`config.mk`:
```
export PLATFORM = sky130hd
export DESIGN_NAME = prx_regs
export DESIGN_NICKNAME = d
export VERILOG_FILES = /design/src/prx_i2c_slave.v /design/src/prx_led_pulser.v /design/src/prx_regs.v
export VERILOG_INCLUDE_DIRS = /design/src
export SDC_FILE = /design/constraint.sdc
export NUM_CORES = 1
export LEC_CHECK = 0
export ABC_CLOCK_PERIOD_IN_PS = 4100
export BUFFER_PORTS_ARGS = -buffer_cell sky130_fd_sc_hd__buf_2
export CAP_MARGIN = 20
export CORE_MARGIN = 3
export CORE_UTILIZATION = 44
export CTS_CLUSTER_DIAMETER = 30
export DETAILED_ROUTE_END_ITERATION = 12
export PLACE_DENSITY = 0.63
export SLEW_MARGIN = 5
export SYNTH_ARGS = -nofsm -noshare
export SYNTH_HDL_FRONTEND = slang
export SYNTH_SLANG_ARGS = --single-unit
```
`constraint.sdc`:
```
create_clock -name ref_clk -period 4.1 [get_ports ref_clk]
set_input_delay 0.205 -clock ref_clk [delete_from_list [all_inputs] [get_ports ref_clk]]
set_output_delay 0.205 -clock ref_clk [all_outputs]
set_load 0.03 [all_outputs]
```
`src/prx_defines.vh`:
```
// prx_defines.vh: register offsets, field positions, reset values and timing counts
// assumes a 125 MHz ref_clk; included by every design file of the block
`ifndef PRX_DEFINES_VH
`define PRX_DEFINES_VH
`define PRX_ADDR_ENABLE 8'h00
`define PRX_ADDR_WAIT_TIME_FIELD 8'h03
`define PRX_ADDR_PILTL 8'h08
`define PRX_ADDR_PILTH 8'h09
`define PRX_ADDR_PIHTL 8'h0A
`define PRX_ADDR_PIHTH 8'h0B
`define PRX_ADDR_PERS 8'h0C
`define PRX_ADDR_CONFIG 8'h0D
`define PRX_ADDR_PULSE 8'h0E
`define PRX_ADDR_CONTROL 8'h0F
`define PRX_ADDR_ID 8'h12
`define PRX_ADDR_STATUS 8'h13
`define PRX_ADDR_PROX_RESULT_LOW 8'h18
`define PRX_ADDR_PROX_RESULT_HIGH 8'h19
`define PRX_CMD_SEL 7
`define PRX_CMD_TYPE_HI 6
`define PRX_CMD_TYPE_LO 5
`define PRX_CMD_AUTOINC 2'b01
`define PRX_CMD_SPECIAL 2'b11
`define PRX_CMD_CLR_PROX 5'h05
`define PRX_BIT_WAIT_LONG_BIT 1
`define PRX_BIT_PROX_INTERRUPT_ENABLE 5
`define PRX_BIT_PROX_INTERRUPT_FLAG 5
`define PRX_DRIVE_HI 7
`define PRX_DRIVE_LO 6
`define PRX_DIODE_HI 5
`define PRX_DIODE_LO 4
`define PRX_PERS_HI 7
`define PRX_PERS_LO 4
`define PRX_RST_BYTE 8'h00
`define PRX_RST_WAIT_TIME_FIELD 8'hFF
`define PRX_RST_DIODE_CTRL 8'h20
`define PRX_WAIT_LONG_MULT 12
`define PRX_WAIT_STEP_NS 2720000
`define PRX_CLK_NS 8
`define PRX_PULSE_HZ 62500
`define PRX_CLK_HZ 125000000
`endif

```
`src/prx_i2c_slave.v`:
```
// prx_i2c_slave.v: i2c target front end, byte-level register port
// assumes scl/sda sampled on ref_clk with two flops; open-drain sda, oe low drives low
`timescale 1ns/1ns
`include "prx_defines.vh"
module prx_i2c_slave #(
  parameter [6:0] DEV_ADDR = 7'h39
) (
  // clock and reset
  input wire ref_clk,
  input wire arst_n,
  input wire clk_en,
  // bus pins
  input wire scl_in,
  input wire sda_in,
  output wire sda_out,
  output reg sda_oe_n_q,
  // byte port
  output reg wr_stb_q,
  output reg [7:0] wr_data_q,
  output reg start_stb_q,
  output reg rd_stb_q,
  input wire [7:0] rd_data
);
  localparam ST_IDLE = 3'd0;
  localparam ST_RX = 3'd1;
  localparam ST_ACK = 3'd2;
  localparam ST_TX = 3'd3;
  localparam ST_RACK = 3'd4;
  reg [1:0] scl_s_q;
  reg [1:0] sda_s_q;
  reg scl_p_q;
  reg sda_p_q;
  reg [2:0] st_q;
  reg [3:0] bit_q;
  reg [7:0] sh_q;
  reg addr_ph_q;
  reg rw_q;
  wire scl_rise;
  wire scl_fall;
  wire start_c;
  wire stop_c;
  assign sda_out = 1'b0;
  assign scl_rise = scl_s_q[1] & ~scl_p_q;
  assign scl_fall = ~scl_s_q[1] & scl_p_q;
  assign start_c = scl_s_q[1] & scl_p_q & sda_p_q & ~sda_s_q[1];
  assign stop_c = scl_s_q[1] & scl_p_q & ~sda_p_q & sda_s_q[1];
  // synchronisers and edge history
  always @(posedge ref_clk or negedge arst_n) begin
    if (!arst_n) begin
      scl_s_q <= 2'b11;
      sda_s_q <= 2'b11;
      scl_p_q <= 1'b1;
      sda_p_q <= 1'b1;
    end else if (clk_en) begin
      scl_s_q <= {scl_s_q[0], scl_in};
      sda_s_q <= {sda_s_q[0], sda_in};
      scl_p_q <= scl_s_q[1];
      sda_p_q <= sda_s_q[1];
    end
  end
  // byte engine: address, ack, data in and out
  always @(posedge ref_clk or negedge arst_n) begin
    if (!arst_n) begin
      st_q <= ST_IDLE;
      bit_q <= 4'h0;
      sh_q <= 8'h00;
      addr_ph_q <= 1'b0;
      rw_q <= 1'b0;
      sda_oe_n_q <= 1'b1;
      wr_stb_q <= 1'b0;
      wr_data_q <= 8'h00;
      start_stb_q <= 1'b0;
      rd_stb_q <= 1'b0;
    end else if (clk_en) begin
      wr_stb_q <= 1'b0;
      start_stb_q <= 1'b0;
      rd_stb_q <= 1'b0;
      if (start_c) begin
        st_q <= ST_RX;
        bit_q <= 4'h0;
        addr_ph_q <= 1'b1;
        sda_oe_n_q <= 1'b1;
        start_stb_q <= 1'b1;
      end else if (stop_c) begin
        st_q <= ST_IDLE;
        sda_oe_n_q <= 1'b1;
      end else begin
        case (st_q)
          ST_IDLE: sda_oe_n_q <= 1'b1;
          ST_RX: begin
            if (scl_rise) begin
              sh_q <= {sh_q[6:0], sda_s_q[1]};
              bit_q <= bit_q + 4'h1;
            end else if (scl_fall && bit_q == 4'h8) begin
              bit_q <= 4'h0;
              if (addr_ph_q) begin
                if (sh_q[7:1] == DEV_ADDR) begin
                  rw_q <= sh_q[0];
                  sda_oe_n_q <= 1'b0;
                  st_q <= ST_ACK;
                end else begin
                  st_q <= ST_IDLE;
                end
              end else begin
                wr_data_q <= sh_q;
                wr_stb_q <= 1'b1;
                sda_oe_n_q <= 1'b0;
                st_q <= ST_ACK;
              end
            end
          end
          ST_ACK: begin
            if (scl_fall) begin
              addr_ph_q <= 1'b0;
              if (rw_q) begin
                sh_q <= rd_data;
                rd_stb_q <= 1'b1;
                sda_oe_n_q <= rd_data[7];
                bit_q <= 4'h1;
                st_q <= ST_TX;
              end else begin
                sda_oe_n_q <= 1'b1;
                st_q <= ST_RX;
              end
            end
          end
          ST_TX: begin
            if (scl_fall) begin
              if (bit_q == 4'h8) begin
                sda_oe_n_q <= 1'b1;
                st_q <= ST_RACK;
              end else begin
                sda_oe_n_q <= sh_q[3'd7 - bit_q[2:0]];
                bit_q <= bit_q + 4'h1;
              end
            end
          end
          ST_RACK: begin
            if (scl_rise) begin
              st_q <= sda_s_q[1] ? ST_IDLE : ST_ACK;
            end
          end
          default: st_q <= ST_IDLE;
        endcase
      end
    end
  end
endmodule // prx_i2c_slave

```
`src/prx_led_pulser.v`:
```
// prx_led_pulser.v: emits a burst of ir led pulses at the pulse rate
// assumes start is a one-cycle pulse on ref_clk
`timescale 1ns/1ns
`include "prx_defines.vh"
module prx_led_pulser #(
  parameter integer PERIOD_CYC = `PRX_CLK_HZ / `PRX_PULSE_HZ
) (
  // clock and reset
  input wire ref_clk,
  input wire arst_n,
  input wire clk_en,
  // control
  input wire start,
  input wire [7:0] count,
  output wire busy,
  // led
  output reg led_on_q
);
  reg [7:0] left_q;
  reg [11:0] cyc_q;
  assign busy = (left_q != 8'h00);
  // one pulse per period, high for the first half
  always @(posedge ref_clk or negedge arst_n) begin
    if (!arst_n) begin
      left_q <= 8'h00;
      cyc_q <= 12'h000;
      led_on_q <= 1'b0;
    end else if (clk_en) begin
      if (start && !busy) begin
        left_q <= count;
        cyc_q <= 12'h000;
        led_on_q <= (count != 8'h00);
      end else if (busy) begin
        if (cyc_q == PERIOD_CYC[11:0] - 12'h1) begin
          cyc_q <= 12'h000;
          left_q <= left_q - 8'h01;
          led_on_q <= (left_q != 8'h01);
        end else begin
          cyc_q <= cyc_q + 12'h001;
          if (cyc_q == PERIOD_CYC[12:1] - 12'h1) led_on_q <= 1'b0;
        end
      end
    end
  end
endmodule // prx_led_pulser

```
`src/prx_regs.v`:
```
// prx_regs.v: proximity sensor register bank, wait timer, pulse burst, interrupt
// assumes i2c pins sampled on ref_clk (125 MHz); adc result arrives on ref_clk
`timescale 1ns/1ns
`include "prx_defines.vh"
module prx_regs #(
  parameter [7:0] PART_ID = 8'h5A, // arbitrary identification value
  parameter [6:0] DEV_ADDR = 7'h39,
  parameter integer WAIT_STEP_CYC = `PRX_WAIT_STEP_NS / `PRX_CLK_NS
) (
  // clock, enable, reset
  input wire ref_clk,
  input wire clk_en,
  input wire arst_n,
  // i2c pins
  input wire scl_in,
  input wire sda_in,
  output wire sda_out,
  output wire sda_oe_n,
  // interrupt pin, open drain
  output wire int_out,
  output wire int_oe_n,
  // adc side
  output wire meas_start,
  input wire meas_done,
  input wire [15:0] meas_result,
  // analog controls
  output wire led_on,
  output reg [1:0] led_drive_strength,
  output reg [1:0] photodiode_select
);
  reg [7:0] enable_q;
  reg [7:0] wait_time_field_q;
  reg [15:0] thr_low_q;
  reg [15:0] thr_high_q;
  reg [7:0] pers_q;
  reg wait_long_bit_q;
  reg [7:0] ir_pulse_count_field_q;
  reg [7:0] ctrl_q;
  reg [15:0] result_q;
  reg [7:0] shadow_q;
  reg prox_interrupt_flag_q;
  reg [3:0] oor_cnt_q;
  reg [7:0] ptr_q;
  reg autoinc_q;
  reg first_q;
  reg [7:0] rd_data;
  reg [1:0] st_q;
  reg [31:0] wcyc_q;
  reg [11:0] wstep_q;
  reg start_q;
  reg [7:0] res_hi_prev_q; // high byte one cycle back, matches the low byte in flight
  wire wr_stb;
  wire [7:0] wr_data;
  wire start_stb;
  wire rd_stb;
  wire pulse_busy;
  wire oor;
  wire [3:0] prox_persistence;
  wire [8:0] wait_steps;
  wire [11:0] wait_total;
  wire below_low;
  wire above_high;
  wire meas_en;
  wire clr_prox;
  wire pers_met;
  localparam ST_OFF = 2'd0;
  localparam ST_PULSE = 2'd1;
  localparam ST_CONV = 2'd2;
  localparam ST_WAIT = 2'd3;
  // bus front end
  prx_i2c_slave #(.DEV_ADDR(DEV_ADDR)) u_i2c (
    .ref_clk(ref_clk),
    .arst_n(arst_n),
    .clk_en(clk_en),
    .scl_in(scl_in),
    .sda_in(sda_in),
    .sda_out(sda_out),
    .sda_oe_n_q(sda_oe_n),
    .wr_stb_q(wr_stb),
    .wr_data_q(wr_data),
    .start_stb_q(start_stb),
    .rd_stb_q(rd_stb),
    .rd_data(rd_data)
  );
  // led burst generator
  prx_led_pulser u_pulse (
    .ref_clk(ref_clk),
    .arst_n(arst_n),
    .clk_en(clk_en),
    .start(start_q),
    .count(ir_pulse_count_field_q),
    .busy(pulse_busy),
    .led_on_q(led_on)
  );
  assign prox_persistence = pers_q[`PRX_PERS_HI:`PRX_PERS_LO];
  // out of range on either side of the threshold window
  assign below_low = (result_q < thr_low_q);
  assign above_high = (result_q > thr_high_q);
  assign oor = below_low | above_high;
  // proximity cycle runs only with the oscillator on and both enable bits set
  assign meas_en = enable_q[0] && (enable_q[2:1] == 2'b11);
  // special command 0x05 clears the flag; only the first byte after a start is a command
  assign clr_prox = wr_stb && first_q && wr_data[`PRX_CMD_SEL] &&
                    (wr_data[`PRX_CMD_TYPE_HI:`PRX_CMD_TYPE_LO] == `PRX_CMD_SPECIAL) &&
                    (wr_data[4:0] == `PRX_CMD_CLR_PROX);
  // run length includes this result; one bit wider so a saturated count still compares
  assign pers_met = (prox_persistence == 4'h0) ||
                    (oor && ({1'b0, oor_cnt_q} + 5'h01 >= {1'b0, prox_persistence}));
  assign meas_start = start_q;
  // wait steps: 256 minus field, two's complement count
  assign wait_steps = 9'h100 - {1'b0, wait_time_field_q};
  assign wait_total = wait_long_bit_q ? ({3'b000, wait_steps} * 12'd`PRX_WAIT_LONG_MULT)
                                      : {3'b000, wait_steps};
  assign int_out = 1'b0;
  assign int_oe_n = ~prox_interrupt_flag_q;
  // analog control fields from control register
  always @* begin
    led_drive_strength = ctrl_q[`PRX_DRIVE_HI:`PRX_DRIVE_LO];
    photodiode_select = ctrl_q[`PRX_DIODE_HI:`PRX_DIODE_LO];
  end
  // read mux
  always @* begin
    case (ptr_q)
      `PRX_ADDR_ENABLE: rd_data = enable_q;
      `PRX_ADDR_WAIT_TIME_FIELD: rd_data = wait_time_field_q;
      `PRX_ADDR_PILTL: rd_data = thr_low_q[7:0];
      `PRX_ADDR_PILTH: rd_data = thr_low_q[15:8];
      `PRX_ADDR_PIHTL: rd_data = thr_high_q[7:0];
      `PRX_ADDR_PIHTH: rd_data = thr_high_q[15:8];
      `PRX_ADDR_PERS: rd_data = pers_q;
      `PRX_ADDR_CONFIG: rd_data = {6'h00, wait_long_bit_q, 1'b0};
      `PRX_ADDR_PULSE: rd_data = ir_pulse_count_field_q;
      `PRX_ADDR_CONTROL: rd_data = ctrl_q;
      `PRX_ADDR_ID: rd_data = PART_ID;
      `PRX_ADDR_STATUS: rd_data = {2'b00, prox_interrupt_flag_q, 5'h00};
      `PRX_ADDR_PROX_RESULT_LOW: rd_data = result_q[7:0];
      `PRX_ADDR_PROX_RESULT_HIGH: rd_data = shadow_q;
      default: rd_data = 8'h00;
    endcase
  end
  // command byte, register writes, pointer walk and shadow capture
  always @(posedge ref_clk or negedge arst_n) begin
    if (!arst_n) begin
      enable_q <= `PRX_RST_BYTE;
      wait_time_field_q <= `PRX_RST_WAIT_TIME_FIELD;
      thr_low_q <= 16'h0000;
      thr_high_q <= 16'h0000;
      pers_q <= `PRX_RST_BYTE;
      wait_long_bit_q <= 1'b0;
      ir_pulse_count_field_q <= `PRX_RST_BYTE;
      ctrl_q <= `PRX_RST_DIODE_CTRL;
      shadow_q <= 8'h00;
      res_hi_prev_q <= 8'h00;
      ptr_q <= 8'h00;
      autoinc_q <= 1'b0;
      first_q <= 1'b0;
    end else if (clk_en) begin
      res_hi_prev_q <= result_q[15:8];
      if (start_stb) begin
        first_q <= 1'b1;
      end else if (wr_stb && first_q) begin
        first_q <= 1'b0;
        if (wr_data[`PRX_CMD_SEL]) begin
          ptr_q <= {3'b000, wr_data[4:0]};
          autoinc_q <= (wr_data[`PRX_CMD_TYPE_HI:`PRX_CMD_TYPE_LO] == `PRX_CMD_AUTOINC);
        end
      end else if (wr_stb) begin
        case (ptr_q)
          `PRX_ADDR_ENABLE: enable_q <= wr_data;
          `PRX_ADDR_WAIT_TIME_FIELD: wait_time_field_q <= wr_data;
          `PRX_ADDR_PILTL: thr_low_q[7:0] <= wr_data;
          `PRX_ADDR_PILTH: thr_low_q[15:8] <= wr_data;
          `PRX_ADDR_PIHTL: thr_high_q[7:0] <= wr_data;
          `PRX_ADDR_PIHTH: thr_high_q[15:8] <= wr_data;
          `PRX_ADDR_PERS: pers_q <= wr_data;
          `PRX_ADDR_CONFIG: wait_long_bit_q <= wr_data[`PRX_BIT_WAIT_LONG_BIT];
          `PRX_ADDR_PULSE: ir_pulse_count_field_q <= wr_data;
          `PRX_ADDR_CONTROL: ctrl_q <= wr_data;
          default: ctrl_q <= ctrl_q; // id, status, result ignore writes
        endcase
        if (autoinc_q) ptr_q <= ptr_q + 8'h01;
      end else if (rd_stb) begin
        if (ptr_q == `PRX_ADDR_PROX_RESULT_LOW) shadow_q <= res_hi_prev_q;
        if (autoinc_q) ptr_q <= ptr_q + 8'h01;
      end
    end
  end
  // measurement cycle: pulse burst, conversion, wait
  always @(posedge ref_clk or negedge arst_n) begin
    if (!arst_n) begin
      st_q <= ST_OFF;
      start_q <= 1'b0;
      wcyc_q <= 32'h0;
      wstep_q <= 12'h000;
      result_q <= 16'h0000;
    end else if (clk_en) begin
      start_q <= 1'b0;
      case (st_q)
        ST_OFF: begin
          if (meas_en) begin
            start_q <= 1'b1;
            st_q <= ST_PULSE;
          end
        end
        ST_PULSE: if (!pulse_busy && !start_q) st_q <= ST_CONV;
        ST_CONV: begin
          if (meas_done) begin
            result_q <= meas_result;
            wcyc_q <= 32'h0;
            wstep_q <= 12'h000;
            st_q <= ST_WAIT;
          end
        end
        ST_WAIT: begin
          if (!enable_q[3] || wstep_q == wait_total) begin
            st_q <= ST_OFF;
          end else if (wcyc_q == WAIT_STEP_CYC - 1) begin
            wcyc_q <= 32'h0;
            wstep_q <= wstep_q + 12'h001;
          end else begin
            wcyc_q <= wcyc_q + 32'h1;
          end
        end
        default: st_q <= ST_OFF;
      endcase
    end
  end
  // persistence filter and sticky interrupt flag
  reg done_q;
  always @(posedge ref_clk or negedge arst_n) begin
    if (!arst_n) begin
      done_q <= 1'b0;
      oor_cnt_q <= 4'h0;
      prox_interrupt_flag_q <= 1'b0;
    end else if (clk_en) begin
      done_q <= (st_q == ST_CONV) && meas_done;
      if (done_q) begin
        if (!oor) oor_cnt_q <= 4'h0;
        else if (oor_cnt_q != 4'hF) oor_cnt_q <= oor_cnt_q + 4'h1;
      end
      // set wins over a clear in the same cycle
      if (done_q && enable_q[`PRX_BIT_PROX_INTERRUPT_ENABLE] && pers_met) begin
        prox_interrupt_flag_q <= 1'b1;
      end else if (clr_prox) begin
        prox_interrupt_flag_q <= 1'b0;
      end
    end
  end
endmodule // prx_regs

```
==> impl_results.rst <==
.. list-table::
   :header-rows: 1

   * - Metric
     - Value
   * - Power share of the combinational group
     - 4.9%
   * - Wire length of the first global-routing pass
     - 56,800 um
   * - Type of the worst min-delay path
     - input pin to flip-flop
   * - Clock buffer depth
     - 3
   * - Worst-path cell chain
     - inv_1, ha_1, buf_4, nand3b_1, xor2_2, ha_1, or3_1, o21ai_1, o21bai_1, o311ai_2, or4_4, o21ai_4, buf_12, nor4_1, a221o_1
   * - Sw Share
     - about 22%
   * - Final hold violation count
     - 0
   * - Final routed DRC violation total
     - 0
   * - Cell count after synthesis
     - between 1,000 and 1,500
   * - Max-slew violation count
     - 0
   * - Number of cells on the worst reg-to-reg path
     - 15
   * - P per Cell Area
     - around 470 mW/mm2
   * - Number of cells on the worst hold path
     - 3
   * - Flop and latch count out of synthesis
     - around 220
   * - Clock edge transition at the registers on the reported setup and hold paths
     - roughly 0.04 ns
   * - Power spent charging and discharging nets
     - about 0.0017 W
   * - Wire length reported by the detailed router
     - roughly 35,000 um
   * - Count of non-filler cells in the finished layout
     - around 1,900
   * - Predominant post-synthesis flop cell
     - sky130_fd_sc_hd__dfrtp_1
   * - Port Buffer Count
     - 29
   * - Largest family of logic cells by synthesized area
     - compound AO/OA/AOI/OAI gates
   * - Final critical path time including I/O delays and setup
     - about 4 ns
   * - Start point of the critical path
     - wait_time_field_q[1]
   * - Number of synthesized flops with an enable pin
     - 0
   * - Period Utilization, post-route
     - between 90% and 100%
   * - Cell class contributing the biggest share of worst-path delay
     - simple AND/OR/NAND/NOR gates
   * - Sequential share of the synthesized area
     - between 40% and 50%
   * - Worst Setup End Kind
     - flip-flop
   * - Number of distinct library cell variants in the gate-level netlist after synthesis
     - just under 80
   * - Data required time of the worst path
     - between 4 and 5 ns
   * - Detailed-route wire length per cell
     - roughly 19 um
   * - Async S/R FF share, synth
     - between 90% and 100%
   * - Endpoints failing setup
     - 0
   * - Critical register-to-register path startpoint
     - wait_time_field_q[1]
   * - Via count of the routed design
     - ~11,000
   * - Pre-antenna DRT Iters
     - 5
   * - Internal Power
     - 0.00596 W
   * - IR Drop Worst-Case VDD
     - roughly 0.32 mV
   * - Number of inserted diodes
     - 0
   * - Layout area overhead
     - 23.0%
   * - WP buf/inv
     - 3
   * - Critical Path Slowest Stage Cell
     - sky130_fd_sc_hd__dfstp_2
   * - Sink Count
     - approximately 220
   * - Netlist area before placement
     - between 0.01 and 0.015 mm2
   * - Die height
     - around 180 um
   * - Arrival time at the worst endpoint
     - 4.35 ns
   * - Remaining number of nets flagged by the antenna check after routing
     - 0
   * - Initial Util
     - 45.2%
   * - Worst-case hold slack
     - 0.138 ns
   * - Number of max-cap violations
     - 0
   * - Count of nets after finishing
     - ~1,500
   * - Kind of start point of the critical path
     - flip-flop
   * - Die outline area
     - ~0.032 mm2
   * - Static leakage
     - 7.14 nW
   * - Hold-critical path endpoint
     - meas_start
   * - Cts bufs inserted
     - slightly below 60
   * - Placeable core area
     - ~0.029 mm2
   * - Worst R2R End
     - wcyc_q[31]
   * - Multiplexer area fraction after synthesis
     - 11.2%
   * - Clock root buffer
     - sky130_fd_sc_hd__clkbuf_16
   * - Register share of total power
     - between 30 and 40%
   * - Max Fclk
     - ~260 MHz
   * - Portion of total power attributed to the clock network
     - between 60% and 70%
   * - Clock Skew
     - 0.0323 ns
   * - Hold Startpoint
     - clk_en
   * - Largest net degree at the start of global routing
     - around 100
   * - Number of vias per cell
     - a little under 6
   * - Setup CP Type
     - flip-flop to flip-flop
   * - Worst-skew pair later-pin latency
     - 0.57 ns
   * - Cell total after placement
     - around 1,700
   * - FF-to-FF setup slack
     - 0.18 ns
   * - Worst slew pin tran
     - around 0.94 ns
   * - Mean post-synth cell area
     - about 9.6 um2
   * - Clock H-tree levels
     - 2
   * - Die width
     - around 180 um
   * - Number of global-route vias before repair
     - about 11,000
   * - Status
     - complete, no violations
   * - Number of warnings issued by yosys
     - 0
   * - Initial DRC Count
     - approximately 960
   * - Number of antenna violations at the first check in global routing
     - 0
   * - Delay of the slowest cell on the worst path
     - ~0.58 ns
   * - Share of the synthesized area in compound gates (AO/OA/AOI/OAI)
     - roughly 18%
   * - Adder-cell share of the synthesized area
     - between 5 and 6%
   * - Maximum net fanout on the critical path
     - 23
   * - Simple-Gate Fraction of Synth Area
     - between 10% and 20%
   * - Cell row count
     - 62
   * - Total routing resource utilization after global routing
     - around 22%
   * - Slew headroom
     - between 30% and 40%
   * - Fraction of final layout cells with drive strength greater than 1
     - ~21%
   * - RePlAce Congestion
     - between 0.8 and 0.9
   * - Critical Path Most Common Cell
     - sky130_fd_sc_hd__ha_1
   * - Grt ovf
     - 0
   * - Total negative setup slack
     - 0 ns
   * - Post-Synth XOR/XNOR Area
     - 1.86%
   * - HPWL after detailed placement
     - roughly 24,000 um
   * - Clock tree from TritonCTS
     - built
   * - Unrepaired setup endpoints after global routing
     - no
   * - Count of boundary I/O pins
     - 32
==> cell usage in the layout (no fill, tap or decap), drive strengths merged, types with 11 or more instances in the layout <==
cell type	count
a21o	13
a21oi	59
a22o	13
a31oi	24
and2	22
and3	26
buf	51
bufinv	11
clkbuf	78
clkinv	18
dfrtp	208
dfstp	16
dlygate4sd3	19
ha	60
inv	71
mux2	116
mux2i	12
nand2	124
nand2b	19
nand3	47
nand4	15
nor2	72
nor2b	13
nor3	22
nor4	14
o21ai	136
o31ai	23
xnor2	12
xor2	16
==> per-stage QoR <==
stage                     setup slack [ns]  instance area [um2]  total power [W]  util (%)
after global placement               0.218                13700          0.00276      47.0
after global routing                0.0136                16200          0.00792      55.6
final                                0.184                16200          0.00766      55.6
after detailed placement             0.124                13700          0.00276      47.0
after floorplan                      0.265                13200          0.00262         -
after CTS                            0.109                16000          0.00772      55.1
==> cell families after synthesis <==
family,Yosys count
muxes,130
xor gates and xnor gates,28
DFF,224
adders and majority gates,61
other,1
buffers and inverters,139
and+or+nand+nor,419
AOI/OAI and AO/OA,364
==> power by group through the flow <==
stage          Sequential (W)  Clock, W  Combinational, W
4_1_cts               0.00238   0.00497          0.000367
5_1_grt               0.00240   0.00510          0.000420
3_3_place_gp          0.00241         0          0.000343
3_5_place_dp          0.00241         0          0.000350
6_report              0.00238   0.00491          0.000373
2_1_floorplan         0.00239         0          0.000231
==> cells in the mapped netlist, types with 8 or more instances <==
library cell               count  share of area (%)
sky130_fd_sc_hd__o31ai_1      23                1.3
sky130_fd_sc_hd__dfstp_2      16                3.2
sky130_fd_sc_hd__mux2i_1      12               0.91
sky130_fd_sc_hd__a221oi_1      9               0.60
sky130_fd_sc_hd__and3_1       26                1.2
sky130_fd_sc_hd__xnor2_1      12               0.80
sky130_fd_sc_hd__o221ai_1      9               0.60
sky130_fd_sc_hd__nand2_1     123                3.5
sky130_fd_sc_hd__dfrtp_1     208                 40
sky130_fd_sc_hd__buf_2         9               0.34
sky130_fd_sc_hd__inv_1        70                2.0
sky130_fd_sc_hd__and2_1       22                1.0
sky130_fd_sc_hd__nand4_1      15               0.71
sky130_fd_sc_hd__buf_4         8               0.46
sky130_fd_sc_hd__a31oi_1      24                1.1
sky130_fd_sc_hd__nand2b_1     19               0.90
sky130_fd_sc_hd__a22o_1       13               0.87
sky130_fd_sc_hd__mux2_2      114                9.8
sky130_fd_sc_hd__nor2_1       72                2.1
sky130_fd_sc_hd__ha_1         60                5.7
sky130_fd_sc_hd__or3_1         8               0.38
sky130_fd_sc_hd__o21ai_0      77                2.9
sky130_fd_sc_hd__a22oi_1      10               0.57
sky130_fd_sc_hd__nor4_1       13               0.62
sky130_fd_sc_hd__a21o_1       13               0.74
sky130_fd_sc_hd__xor2_1       16                1.1
sky130_fd_sc_hd__a21oi_1      59                2.2
sky130_fd_sc_hd__o21ai_1      58                2.2
sky130_fd_sc_hd__nand3_1      47                1.8
sky130_fd_sc_hd__nor2b_1      13               0.62
sky130_fd_sc_hd__nand3b_1     10               0.57
sky130_fd_sc_hd__nor3_1       21               0.80
sky130_fd_sc_hd__clkbuf_1     47                1.3
sky130_fd_sc_hd__o41ai_1       9               0.60
==> how the worst max path moves through the flow <==
stage / cells after the start / endpoint / slack [ns]
after floorplan: 15 / wstep_q[0] / 0.27
after global placement: 14 / wcyc_q[31] / 0.22
after detailed placement: 14 / wcyc_q[31] / 0.12
after CTS: 14 / wcyc_q[31] / 0.11
after global routing: 16 / wcyc_q[31] / 0.01
final: 15 / wcyc_q[31] / 0.18
==> repair_timing <==
| action | in CTS | in global routing |
|---|---|---|
| endpoints found under the setup margin | 0 | 16 |
| setup buffers | 0 | 3 |
| resized for setup | 0 | 13 |
| hold endpoints to repair | 93 | 0 |
| hold buffers | 19 | 0 |
==> layer usage <==
layer  track usage, %  wire length, um
met1             31.5            16600
met2             34.0            16100
met3             4.64             2000
met4             6.23              811
met5                0                0
==> registers in the layout (all words and copies together) (netlist names), 3 cells and up <==
| signal | cells |
|---|---|
| wcyc_q | 32 |
| result_q | 16 |
| thr_high_q | 16 |
| thr_low_q | 16 |
| u_pulse.cyc_q | 12 |
| wstep_q | 12 |
| ctrl_q | 8 |
| enable_q | 8 |
| ir_pulse_count_field_q | 8 |
| pers_q | 8 |
| ptr_q | 8 |
| res_hi_prev_q | 8 |
| shadow_q | 8 |
| u_i2c.sh_q | 8 |
| u_i2c.wr_data_q | 8 |
| u_pulse.left_q | 8 |
| wait_time_field_q | 8 |
| oor_cnt_q | 4 |
| u_i2c.bit_q | 4 |
| u_i2c.st_q | 3 |
==> worst min-delay path: cells and delay by family <==
| family | cells | cell delay (ns) |
|---|---|---|
| buf+inv | 1 | 0.25 |
| simple gates | 1 | 0.13 |
| compound gates | 1 | 0.05 |
==> final cells by class <==
cell class              instances  area (um2)
clock buffers                  76        1660
multi-input cells            1004        7040
repair buffers                 72         611
well taps                     384         480
flip-flops and latches        224        5630
inverters                      71         267
fillers                      2537       12900
clock inverters                33         494
(Power assumes the default switching activity.)
